<file path="config.mk">
export PLATFORM = sky130hd
export DESIGN_NAME = iwu_unit
export DESIGN_NICKNAME = d
export VERILOG_FILES = /design/src/iwu_pkg.sv /design/src/iwu_unit.sv
export SDC_FILE = /design/constraint.sdc
export NUM_CORES = 1
export LEC_CHECK = 0
export ABC_AREA = 0
export BUFFER_PORTS_ARGS = -buffer_cell sky130_fd_sc_hd__buf_2
export CAP_MARGIN = 40
export CORE_ASPECT_RATIO = 1.75
export CORE_MARGIN = 10
export CORE_UTILIZATION = 30
export CTS_CLUSTER_SIZE = 14
export DETAILED_ROUTE_END_ITERATION = 8
export GPL_ROUTABILITY_DRIVEN = 0
export SYNTH_ARGS = -nofsm -noshare
export SYNTH_HDL_FRONTEND = slang
export SYNTH_SLANG_ARGS = --single-unit
</file>
<file path="constraint.sdc">
create_clock -name core_clk -period 6.8 [get_ports core_clk]
set_clock_uncertainty 0.05 [all_clocks]
set_input_delay 1.7 -clock core_clk [delete_from_list [all_inputs] [get_ports core_clk]]
set_output_delay 1.7 -clock core_clk [all_outputs]
set_load 0.005 [all_outputs]
</file>
<file path="src/iwu_pkg.sv">
// Purpose: Shared constants for the interrupt and watchdog unit
// Assumes: 100 MHz core clock
// Notes:   APB register map, field positions, vectors, timer wrap-from values, timing
package iwu_pkg;
   // -------------------------------------------------------------
   // Register offsets (byte addresses)
   // -------------------------------------------------------------
   localparam logic [7:0] IWU_FLAG_OFF    = 8'h00; // irq_flag_reg
   localparam logic [7:0] IWU_ENABLE_OFF  = 8'h04; // irq_enable_reg
   localparam logic [7:0] IWU_POWER_CONTROL_REG_OFF    = 8'h08; // power_control_reg
   localparam logic [7:0] IWU_STATUS_OFF  = 8'h0c; // status, timeout indicator
   localparam logic [7:0] IWU_PRESC_OFF   = 8'h10; // prescaler control
   localparam logic [7:0] IWU_WAKE_OFF    = 8'h14; // wake selects
   localparam logic [7:0] IWU_EXTCFG_OFF  = 8'h18; // external pin config
   localparam logic [7:0] IWU_OSC_OFF     = 8'h1c; // oscillator_control_reg
   // -------------------------------------------------------------
   // Flag and enable bit positions
   // -------------------------------------------------------------
   localparam int IWU_B_TMRA = 0;
   localparam int IWU_B_TMRB = 1;
   localparam int IWU_B_TMRC = 2;
   localparam int IWU_B_TMRD = 3;
   localparam int IWU_B_PORT = 4;
   localparam int IWU_B_EXT0 = 5;
   localparam int IWU_B_WDOG = 6;
   localparam int IWU_B_EXT1 = 7;
   localparam int IWU_B_LOWV = 8;
   localparam int IWU_B_CMP  = 9;
   localparam int IWU_B_CONV = 10;
   localparam int IWU_NSRC   = 11;
   localparam int IWU_B_RUN  = 7;  // watchdog_run_bit in power_control_reg
   localparam int IWU_B_TO   = 4;  // timeout_indicator in status
   // -------------------------------------------------------------
   // Vectors and timer wrap-from values
   // -------------------------------------------------------------
   localparam logic [10:0] IWU_SW_VECTOR = 11'h001;
   localparam logic [10:0] IWU_HW_VECTOR = 11'h008;
   localparam logic [7:0]  IWU_TMR8_WRAP_FROM = 8'h00;
   localparam logic [9:0]  IWU_TMR10_WRAP_FROM = 10'h3ff;
   // -------------------------------------------------------------
   // Watchdog base periods, in microseconds (3.5, 15, 60, 250 ms)
   // -------------------------------------------------------------
   localparam int IWU_CLK_MHZ = 100;
   localparam int IWU_WDT_US0 = 3500;
   localparam int IWU_WDT_US1 = 15000;
   localparam int IWU_WDT_US2 = 60000;
   localparam int IWU_WDT_US3 = 250000;
   localparam int IWU_WDT_CYC0 = IWU_WDT_US0 * IWU_CLK_MHZ;
   localparam int IWU_WDT_CYC1 = IWU_WDT_US1 * IWU_CLK_MHZ;
   localparam int IWU_WDT_CYC2 = IWU_WDT_US2 * IWU_CLK_MHZ;
   localparam int IWU_WDT_CYC3 = IWU_WDT_US3 * IWU_CLK_MHZ;
endpackage

</file>
<file path="src/iwu_unit.sv">
// Purpose: Interrupt flags, vectoring and watchdog of a small 8-bit core
// Assumes: Core gives one-cycle instruction strobes and an instruction boundary
// Notes:   Registers on APB; event inputs from pins are synchronised here
//
// Chosen here: the register addresses and the APB slave port.
`timescale 1ns/1ps
module iwu_unit
   import iwu_pkg::*;
#(
   parameter int WDT_CYC0 = IWU_WDT_CYC0,
   parameter int WDT_CYC1 = IWU_WDT_CYC1,
   parameter int WDT_CYC2 = IWU_WDT_CYC2,
   parameter int WDT_CYC3 = IWU_WDT_CYC3
) (
   input  wire logic        core_clk,
   input  wire logic        arst_n,
   // APB slave
   input  wire logic        psel,
   input  wire logic        penable,
   input  wire logic        pwrite,
   input  wire logic [7:0]  paddr,
   input  wire logic [31:0] pwdata,
   output logic      [31:0] prdata,
   output logic             pready,
   output logic             pslverr,
   // Configuration words
   input  wire logic        cfgWdtEnable,
   input  wire logic        cfgWdtIrqMode,
   input  wire logic [1:0]  cfgWdtPeriod,
   // Core instruction strobes
   input  wire logic        instrBoundary,
   input  wire logic        swIrqInstr,
   input  wire logic        enableIrqInstr,
   input  wire logic        disableIrqInstr,
   input  wire logic        returnIrqInstr,
   input  wire logic        clearWatchdogInstr,
   // Same-clock event sources
   input  wire logic [7:0]  timerACount,
   input  wire logic [9:0]  timerBCount,
   input  wire logic [9:0]  timerCCount,
   input  wire logic [9:0]  timerDCount,
   input  wire logic        converterDone,
   // Asynchronous pins
   input  wire logic [7:0]  portAPins,
   input  wire logic [5:0]  portBPins,
   input  wire logic [7:0]  portADirIn,
   input  wire logic [5:0]  portBDirIn,
   input  wire logic        lowSupplyDetector,
   input  wire logic        comparatorOut,
   // Core redirection and reset
   output logic             vectorValid,
   output logic      [10:0] vectorAddr,
   output logic             globalIrqEnable,
   output logic             wdtResetReq
);
   // -------------------------------------------------------------
   // Registers
   // -------------------------------------------------------------
   logic [IWU_NSRC-1:0] flag_reg, enable_reg;
   logic        run_reg, timeout_reg, prescToWdt_reg;
   logic [2:0]  prescSel_reg;
   logic [7:0]  wakeA_reg;
   logic [5:0]  wakeB_reg;
   logic        ext0Sel_reg, ext1Sel_reg, edgeSel_reg;
   logic [31:0] wdtCnt_reg;
   logic [7:0]  presc_reg;
   logic        gie_reg;

   // Synchronisers: first stage read only by second stage
   logic [15:0] syncA_reg, syncB_reg, prevIn_reg;
   always_ff @(posedge core_clk or negedge arst_n) begin
      if (!arst_n) begin
         syncA_reg <= 16'h0000;
         syncB_reg <= 16'h0000;
         prevIn_reg <= 16'h0000;
      end else begin
         syncA_reg <= {comparatorOut, lowSupplyDetector, portBPins, portAPins};
         syncB_reg <= syncA_reg;
         prevIn_reg <= syncB_reg;
      end
   end

   logic [7:0]  pinA, prevA;
   logic [5:0]  pinB, prevB;
   logic        lowV, prevLowV, cmpS;
   assign pinA = syncB_reg[7:0];
   assign pinB = syncB_reg[13:8];
   assign lowV = syncB_reg[14];
   assign cmpS = syncB_reg[15];
   assign prevA = prevIn_reg[7:0];
   assign prevB = prevIn_reg[13:8];
   assign prevLowV = prevIn_reg[14];

   // Previous timer counts for wrap detection
   logic [7:0] tA_reg;
   logic [9:0] tB_reg, tC_reg, tD_reg;
   logic       convDone_reg;
   always_ff @(posedge core_clk or negedge arst_n) begin
      if (!arst_n) begin
         tA_reg <= 8'h00;
         tB_reg <= 10'h000;
         tC_reg <= 10'h000;
         tD_reg <= 10'h000;
         convDone_reg <= 1'b0;
      end else begin
         tA_reg <= timerACount;
         tB_reg <= timerBCount;
         tC_reg <= timerCCount;
         tD_reg <= timerDCount;
         convDone_reg <= converterDone;
      end
   end

   // -------------------------------------------------------------
   // APB decode
   // -------------------------------------------------------------
   logic wrEn, rdEn;
   assign wrEn = psel & penable & pwrite;
   assign rdEn = psel & penable & ~pwrite;

   // Comparator reference re-armed by oscillator register reads
   logic cmpRef_reg;
   always_ff @(posedge core_clk or negedge arst_n) begin
      if (!arst_n) cmpRef_reg <= 1'b0;
      else if (rdEn && paddr == IWU_OSC_OFF) cmpRef_reg <= cmpS;
   end

   // -------------------------------------------------------------
   // Event detection
   // -------------------------------------------------------------
   logic [IWU_NSRC-1:0] evt;
   logic [5:0]          bChangeMask;
   logic                wdtExpire, cmpArmed_reg;
   always_ff @(posedge core_clk or negedge arst_n) begin
      if (!arst_n) cmpArmed_reg <= 1'b0;
      else if (rdEn && paddr == IWU_OSC_OFF) cmpArmed_reg <= 1'b1;
      else if (cmpS != cmpRef_reg && cmpArmed_reg) cmpArmed_reg <= 1'b0;
   end
   always_comb begin
      bChangeMask = wakeB_reg & portBDirIn;
      bChangeMask[0] = bChangeMask[0] & ~ext0Sel_reg;
      bChangeMask[1] = bChangeMask[1] & ~ext1Sel_reg;
      evt = '0;
      evt[IWU_B_TMRA] = (tA_reg == IWU_TMR8_WRAP_FROM)
                        && (timerACount == 8'hff);
      evt[IWU_B_TMRB] = (tB_reg == IWU_TMR10_WRAP_FROM)
                        && (timerBCount == 10'h000);
      evt[IWU_B_TMRC] = (tC_reg == IWU_TMR10_WRAP_FROM)
                        && (timerCCount == 10'h000);
      evt[IWU_B_TMRD] = (tD_reg == IWU_TMR10_WRAP_FROM)
                        && (timerDCount == 10'h000);
      evt[IWU_B_PORT] = |(((pinA ^ prevA) & wakeA_reg & portADirIn))
                        | |((pinB ^ prevB) & bChangeMask);
      evt[IWU_B_EXT0] = ext0Sel_reg && (pinB[0] != prevB[0])
                        && (pinB[0] == edgeSel_reg);
      evt[IWU_B_EXT1] = ext1Sel_reg && (pinB[1] != prevB[1])
                        && (pinB[1] == edgeSel_reg);
      evt[IWU_B_WDOG] = wdtExpire && cfgWdtIrqMode;
      evt[IWU_B_LOWV] = prevLowV && !lowV;
      evt[IWU_B_CMP]  = cmpArmed_reg && (cmpS != cmpRef_reg);
      evt[IWU_B_CONV] = converterDone && !convDone_reg;
   end

   // -------------------------------------------------------------
   // Sticky flags: set wins over firmware clear
   // -------------------------------------------------------------
   always_ff @(posedge core_clk or negedge arst_n) begin
      if (!arst_n) flag_reg <= '0;
      else if (wrEn && paddr == IWU_FLAG_OFF)
         flag_reg <= (flag_reg & pwdata[IWU_NSRC-1:0]) | evt;
      else
         flag_reg <= flag_reg | evt;
   end

   // Control registers written by software
   always_ff @(posedge core_clk or negedge arst_n) begin
      if (!arst_n) begin
         enable_reg <= '0;
         run_reg <= 1'b0;
         prescToWdt_reg <= 1'b0;
         prescSel_reg <= 3'h0;
         wakeA_reg <= 8'h00;
         wakeB_reg <= 6'h00;
         ext0Sel_reg <= 1'b0;
         ext1Sel_reg <= 1'b0;
         edgeSel_reg <= 1'b0;
      end else if (wrEn) begin
         unique case (paddr)
            IWU_ENABLE_OFF: enable_reg <= pwdata[IWU_NSRC-1:0];
            IWU_POWER_CONTROL_REG_OFF:   run_reg <= pwdata[IWU_B_RUN];
            IWU_PRESC_OFF: begin
               prescToWdt_reg <= pwdata[3];
               prescSel_reg <= pwdata[2:0];
            end
            IWU_WAKE_OFF: begin
               wakeA_reg <= pwdata[7:0];
               wakeB_reg <= pwdata[13:8];
            end
            IWU_EXTCFG_OFF: begin
               ext0Sel_reg <= pwdata[0];
               ext1Sel_reg <= pwdata[1];
               edgeSel_reg <= pwdata[2];
            end
            default: ;
         endcase
      end
   end

   // -------------------------------------------------------------
   // Watchdog
   // -------------------------------------------------------------
   function automatic int wdtLimit(input logic [1:0] sel);
      unique case (sel)
         2'd0: wdtLimit = WDT_CYC0;
         2'd1: wdtLimit = WDT_CYC1;
         2'd2: wdtLimit = WDT_CYC2;
         2'd3: wdtLimit = WDT_CYC3;
      endcase
   endfunction

   logic       wdtRun, wdtClear, baseTick;
   logic [8:0] prescDiv;
   assign wdtRun   = cfgWdtEnable & run_reg;
   assign wdtClear = clearWatchdogInstr & prescToWdt_reg;
   assign baseTick = wdtRun && (wdtCnt_reg == 32'(wdtLimit(cfgWdtPeriod) - 1));
   // Ratio 1:1..1:128 in reset mode, 1:2..1:256 in interrupt mode
   assign prescDiv = !prescToWdt_reg ? 9'd1
                   : 9'(9'd1 << ({1'b0, prescSel_reg} + {3'b000, cfgWdtIrqMode}));
   assign wdtExpire = baseTick && ({1'b0, presc_reg} == prescDiv - 9'd1);

   always_ff @(posedge core_clk or negedge arst_n) begin
      if (!arst_n) begin
         wdtCnt_reg <= 32'h0000_0000;
         presc_reg <= 8'h00;
      end else if (wdtClear) begin
         wdtCnt_reg <= 32'h0000_0000;
         presc_reg <= 8'h00;
      end else if (wdtRun) begin
         wdtCnt_reg <= baseTick ? 32'h0000_0000 : wdtCnt_reg + 32'h1;
         if (baseTick) presc_reg <= wdtExpire ? 8'h00 : presc_reg + 8'h01;
      end
   end

   // Timeout indicator: expiry clears, clear-watchdog sets only while the prescaler is assigned to the watchdog
   always_ff @(posedge core_clk or negedge arst_n) begin
      if (!arst_n) timeout_reg <= 1'b1;
      else if (wdtExpire) timeout_reg <= 1'b0;
      else if (wdtClear) timeout_reg <= 1'b1;
   end

   always_ff @(posedge core_clk or negedge arst_n) begin
      if (!arst_n) wdtResetReq <= 1'b0;
      else wdtResetReq <= wdtExpire && !cfgWdtIrqMode;
   end

   // -------------------------------------------------------------
   // Global enable and vectoring
   // -------------------------------------------------------------
   logic hwPending;
   assign hwPending = |(flag_reg & enable_reg);
   always_ff @(posedge core_clk or negedge arst_n) begin
      if (!arst_n) begin
         gie_reg <= 1'b0;
         vectorValid <= 1'b0;
         vectorAddr <= 11'h000;
      end else begin
         vectorValid <= 1'b0;
         if (swIrqInstr) begin
            gie_reg <= 1'b0;
            vectorValid <= 1'b1;
            vectorAddr <= IWU_SW_VECTOR;
         end else if (instrBoundary && gie_reg && hwPending) begin
            gie_reg <= 1'b0;
            vectorValid <= 1'b1;
            vectorAddr <= IWU_HW_VECTOR;
         end else if (enableIrqInstr || returnIrqInstr) begin
            gie_reg <= 1'b1;
         end else if (disableIrqInstr) begin
            gie_reg <= 1'b0;
         end
      end
   end
   assign globalIrqEnable = gie_reg;

   // -------------------------------------------------------------
   // APB read path, registered
   // -------------------------------------------------------------
   logic [31:0] rdData;
   logic        rdErr;
   always_comb begin
      rdData = 32'h0000_0000;
      rdErr = 1'b0;
      unique case (paddr)
         IWU_FLAG_OFF:   rdData[IWU_NSRC-1:0] = flag_reg & enable_reg;
         IWU_ENABLE_OFF: rdData[IWU_NSRC-1:0] = enable_reg;
         IWU_POWER_CONTROL_REG_OFF:   rdData[IWU_B_RUN] = run_reg;
         IWU_STATUS_OFF: rdData[IWU_B_TO] = timeout_reg;
         IWU_PRESC_OFF:  rdData[3:0] = {prescToWdt_reg, prescSel_reg};
         IWU_WAKE_OFF:   rdData[13:0] = {wakeB_reg, wakeA_reg};
         IWU_EXTCFG_OFF: rdData[2:0] = {edgeSel_reg, ext1Sel_reg, ext0Sel_reg};
         IWU_OSC_OFF:    rdData[0] = cmpS;
         default:        rdErr = 1'b1;
      endcase
   end

   always_ff @(posedge core_clk or negedge arst_n) begin
      if (!arst_n) begin
         prdata <= 32'h0000_0000;
         pready <= 1'b0;
         pslverr <= 1'b0;
      end else begin
         pready <= psel & ~penable;
         pslverr <= psel & ~penable & rdErr;
         if (psel && !penable && !pwrite) prdata <= rdData;
      end
   end
endmodule // iwu_unit

</file>
Yosys cells after proc, flatten, opt, wreduce, memory -nomap -nowiden
Cells that the tools add are included.
{ "totals": {"reg_bits": 203, "latch_bits": 0, "ramBits": 0, "rom_bits": 0, "in_bits": 124, "out_inout_bits": 48, "elab_cells": 161, "n_memories": 0} }
{ "op_classes": {"add_sub_neg": 5, "mul": 0, "n_div": 0, "n_lt_le_gt_ge": 0, "eq_ne": 21, "n_shift": 1, "muxes": 31, "bitwise": 24, "n_reduce_logical": 49} }
{ "ops": {"columns": ["operator", "n"], "rows": [
  ["32-bit one-hot mux with 4 select lines", 1],
  ["32-bit two-way mux", 3],
  ["11-bit two-way mux", 3],
  ["32-bit by 1-bit adder with 32-bit output, second input constant", 1],
  ["32-bit == test", 1],
  ["8-bit by 5-bit == test with 1-bit output, second input constant", 4],
  ["8-bit two-way mux", 4],
  ["32-bit by 2-bit subtractor with 32-bit output, second input constant", 1],
  ["10-bit == test, second input constant", 3],
  ["10-bit logical NOT", 3],
  ["11-bit AND", 2],
  ["11-bit OR", 2],
  ["1-bit logical AND", 21],
  ["8-bit AND", 2],
  ["8-bit by 4-bit == test with 1-bit output, second input constant", 2],
  ["8-bit logical NOT", 2],
  ["8-bit OR reduction", 2],
  ["6-bit AND", 2],
  ["1-bit one-hot mux with 4 select lines", 3],
  ["2-bit AND reduction", 6],
  ["1-bit two-way mux", 11],
  ["11-bit OR reduction", 1],
  ["2-bit one-hot mux with 5 select lines", 1],
  ["2-bit nonzero test", 5],
  ["other kinds (26)", 45]
]} }

Longest topological paths before layout
{ "depth": {"ltp_word": 10, "ltp_mapped": 13} }

Worst setup path before layout
Ideal clock, no wire load.
{ "synth_timing": {"path_type": "in2reg", "from": "input cfgWdtIrqMode", "to": "register presc_reg[0]", "setup_ns": 0.142, "arrival_ns": 4.374, "required_time_ns": 6.608, "slack_ns": 2.234, "cell_stages": 12, "n_path_buf": 1, "path_cell_list": "ha_1 ha_1 clkbuf_1 o41a_1 o41a_1 ha_1 xor2_1 or3_1 o311ai_0 nand3b_1 a211oi_4 o22ai_1"} }
{ "synth_via": {"elab_chain_cells": 10} }
{ "synth_lines": {"columns": ["item", "line_no", "rtl"], "rows": [
  ["start, declared", "iwu_unit.sv:28", "input wire logic cfgWdtIrqMode,"],
  ["3-bit by 1-bit adder with 4-bit output", "iwu_unit.sv:228", ": 9'(9'd1 << ({1'b0, prescSel_reg} + {3'b000, cfgWdtIrqMode}));"],
  ["1-bit by 4-bit left shift with 9-bit output", "iwu_unit.sv:228", null],
  ["9-bit two-way mux", "iwu_unit.sv:227", "assign prescDiv = !prescToWdt_reg ? 9'd1"],
  ["9-bit by 1-bit subtractor with 9-bit output", "iwu_unit.sv:229", "assign wdtExpire = baseTick && ({1'b0, presc_reg} == prescDiv - 9'd1);"],
  ["8-bit by 9-bit == test with 1-bit output", "iwu_unit.sv:229", null],
  ["1-bit logical AND", "iwu_unit.sv:229", null],
  ["8-bit two-way mux (2 in a row)", "iwu_unit.sv:240", "if (baseTick) presc_reg <= wdtExpire ? 8'h00 : presc_reg + 8'h01;"],
  ["8-bit two-way mux", "iwu_unit.sv:238", "end else if (wdtRun) begin"],
  ["8-bit two-way mux", "iwu_unit.sv:235", "end else if (wdtClear) begin"],
  ["end signal, assigned", "iwu_unit.sv:240", null],
  ["end, declared", "iwu_unit.sv:66", "logic [7:0] presc_reg;"]
]} }
Every way passes these cells. The select of a mux whose other input is x is not followed.
A chain may end at the register's enable or synchronous reset.

Worst setup path after layout
{ "layout_timing": {"from": "input cfgWdtIrqMode", "to": "register presc_reg[7]"} }
The elaborated chain is that of the path after synthesis.

==> results_dict.tcl <==
set metrics [dict create \
    pwr-share-comb_pct 6.0 \
    ant_nets 0 \
    finalWirelength_mm 21.98 \
    finish.utilization_pct 36.14 \
    rsz0062_at_grt "no" \
    start_kind "input pin" \
    synthArstFlopShare_pct 100.0 \
    final_cell_area_mm2 0.01015 \
    synthTopCellsByArea "dfrtp_1, mux2_2, xor2_1" \
    postCtsSetupBuffers 0 \
    yosys-top-cells-count "dfrtp_1, nor2_1, nand2_1" \
    hp-class "reg2reg" \
    clock_latency_ps 450 \
    viasPerCell 4.837 \
    diodes 0 \
    relSlewSlack_pct 30.61 \
    fp.dieH_um 243.6 \
    netlist_instances 757 \
    finalCritPeriodShare_pct 69.25 \
    cts_resized 0 \
    ys_ff_latch 194 \
    p_clk_share_pct 43.0 \
    dieWidth_um 147.8 \
    drtIter0Drc 331 \
    p_sw_uw 578.0 \
    finalSetupTns_ps 0 \
    end_kind "flip-flop" \
    grt_use_met1_pct 12.09 \
    yosysWarnings 0 \
    synth_edf_count 0 \
    cp.required_ps 7050 \
    port_buffers 126 \
    rrSetupSlack_ps 3110 \
    antenna_found_initial 0 \
    clkTransAtPathRegs_ps 70 \
    firstDrtPassIters 4 \
    cts_max_level 4 \
    netlist_area_mm2 0.008568 \
    drc_errors 0 \
    arrival_ps 4960 \
    drive_above_1_share_pct 23.80 \
    largest_register_ffs 32 \
    cts_root_buf "clkbuf_16" \
    dpl.hpwl_mm 16.92 \
    grt_use_met3_pct 3.582 \
    syn_area_per_cell_um2 11.32 \
    cts_tree "yes" \
    die-area_mm2 0.03599 \
    grtUsageTotal_pct 12.39 \
    synth_top_cell_by_area "dfrtp_1" \
    p_sw_share_pct 24.17 \
    grt_pass1_vias 6582 \
    synthToLayoutAreaGrowth_pct 18.41 \
    hold_viol_final 0 \
    placeableCoreArea_mm2 0.02807 \
    critPathMaxFanout 10 \
    met2_usage_pct 23.92 \
    ios 172 \
    synth_cell_types 73 \
    rows 81 \
    synthFlopType "dfrtp_1" \
    synth.most_common_cell "dfrtp_1" \
    synth.top_cell.area_share_pct 56.37 \
    start_util_pct 30.52 \
    p_leak_nw 4.612 \
    wl_per_cell_um 17.33 \
    grt_max_degree 171 \
    grt_busiest_layer "met2" \
    peakVddDrop_mv 0.1747 \
    grt_pass1_wl_mm 34.87 \
    setup_viol 0 \
    grt.overflow.total 0 \
    p_int_mw 1.813 \
    dr_total_vias 6133 \
    period_needed_ps 4709 \
    fmax_ghz 0.2124 \
    drv_cap 0 \
    power_density_mw_per_mm2 235.6 \
    nNetsFinal 1019 \
    seqPwrFrac_pct 51.0 \
    tightest_slew_ps 1041 \
    place_area_mm2 0.009538 \
    cts.sinks 194 \
    final_max_slew_viol_count 0 \
    cts_made_buffers 17 \
    status "complete, no violations" \
    yosysSeqAreaShare_pct 56.67 \
    clk_path_buf_depth 2 \
    cts_hold_buffers 0 \
    worstSetupPathType "in2reg" \
]
worst max-delay path, cell delays in order:
cell,delay [ps]
buf_2,150
ha_1,250
ha_1,400
o41a_1,460
o41a_1,140
ha_1,290
xor2_1,260
and4b_1,220
o21ai_0,90
o311ai_0,180
nand3b_1,220
a211oi_4,470
nor3_1,130
final cells by class:
| type | count | area (um^2) |
|---|---|---|
| sequential | 194 | 4856 |
| fill | 2844 | 17930 |
| tap | 373 | 466.7 |
| clock buffer | 18 | 439.2 |
| multi-input combinational | 520 | 3441 |
| timing repair buffer | 130 | 703.2 |
| clock inverter | 14 | 168.9 |
| inverter | 19 | 71.32 |
per-stage QoR:
stage | hold slack (ps) | worst slack, ps | power [mW] | instances
after floorplan | 281.2 | 2234 | 1.309 | 783
after global placement | 283.1 | 1784 | 1.383 | 1233
after detailed placement | 284.7 | 1674 | 1.389 | 1236
after CTS | 301.7 | 2120 | 2.423 | 1268
after global routing | 307.6 | 1817 | 2.494 | 1268
final | 300.0 | 2091 | 2.391 | 1268
cell families after synthesis:
group,after synthesis,synth area share [%]
buf+inv,69,4.395
simple gates,269,16.47
mux,42,5.461
other cells,1,0.04377
compound gates,116,9.638
flops,194,56.67
xor+xnor,53,5.418
fa+ha+maj,13,1.898
power groups by stage:
stage | registers, mW | clock network (mW) | logic (mW)
after floorplan | 1.23 | 0 | 0.0752
after global placement | 1.24 | 0 | 0.142
after detailed placement | 1.24 | 0 | 0.146
after CTS | 1.22 | 1.06 | 0.146
after global routing | 1.22 | 1.11 | 0.164
final | 1.22 | 1.03 | 0.144
metal layers:
layer | share of wire, % | wire length, um | vias to the layer above
li1 | - | - | 2907
met1 | 36 | 7982 | 3052
met2 | 57 | 12550 | 143
met3 | 4.4 | 957 | 31
met4 | 2.2 | 487 | 0
met5 | 0 | 0 | -
final timing paths:
| kind | from | end | depth (start not counted) |
|---|---|---|---|
| worst max-delay path | cfgWdtIrqMode | presc_reg[7] | 13 |
| worst min-delay path | syncA_reg[1] | syncB_reg[1] | 0 |
| worst max register to register | prescSel_reg[0] | presc_reg[7] | 12 |
| worst min register to register | syncA_reg[1] | syncB_reg[1] | 0 |
| max in group asynchronous | arst_n | tC_reg[1] | 2 |
| min in group asynchronous | arst_n | syncA_reg[3] | 1 |
layout by cell type (no fill, tap or decap), types with 5 or more instances in the layout:
master,n
and2_1,5
o211ai_1,6
xnor2_1,22
inv_1,18
nand3_1,40
conb_1,27
o21ai_0,33
a211oi_1,6
a31oi_1,6
nor3_1,29
nand4_1,21
nor2b_1,8
nand2_1,50
or3_1,6
a21oi_1,15
clkbuf_16,17
inv_6,5
a22oi_1,6
o22ai_1,5
nor2_1,58
xor2_1,31
dfrtp_1,193
nor4_1,6
ha_1,13
buf_2,126
mux2_2,38
and4_1,6
and3_1,10
Power figures use the tool's default switching activity.
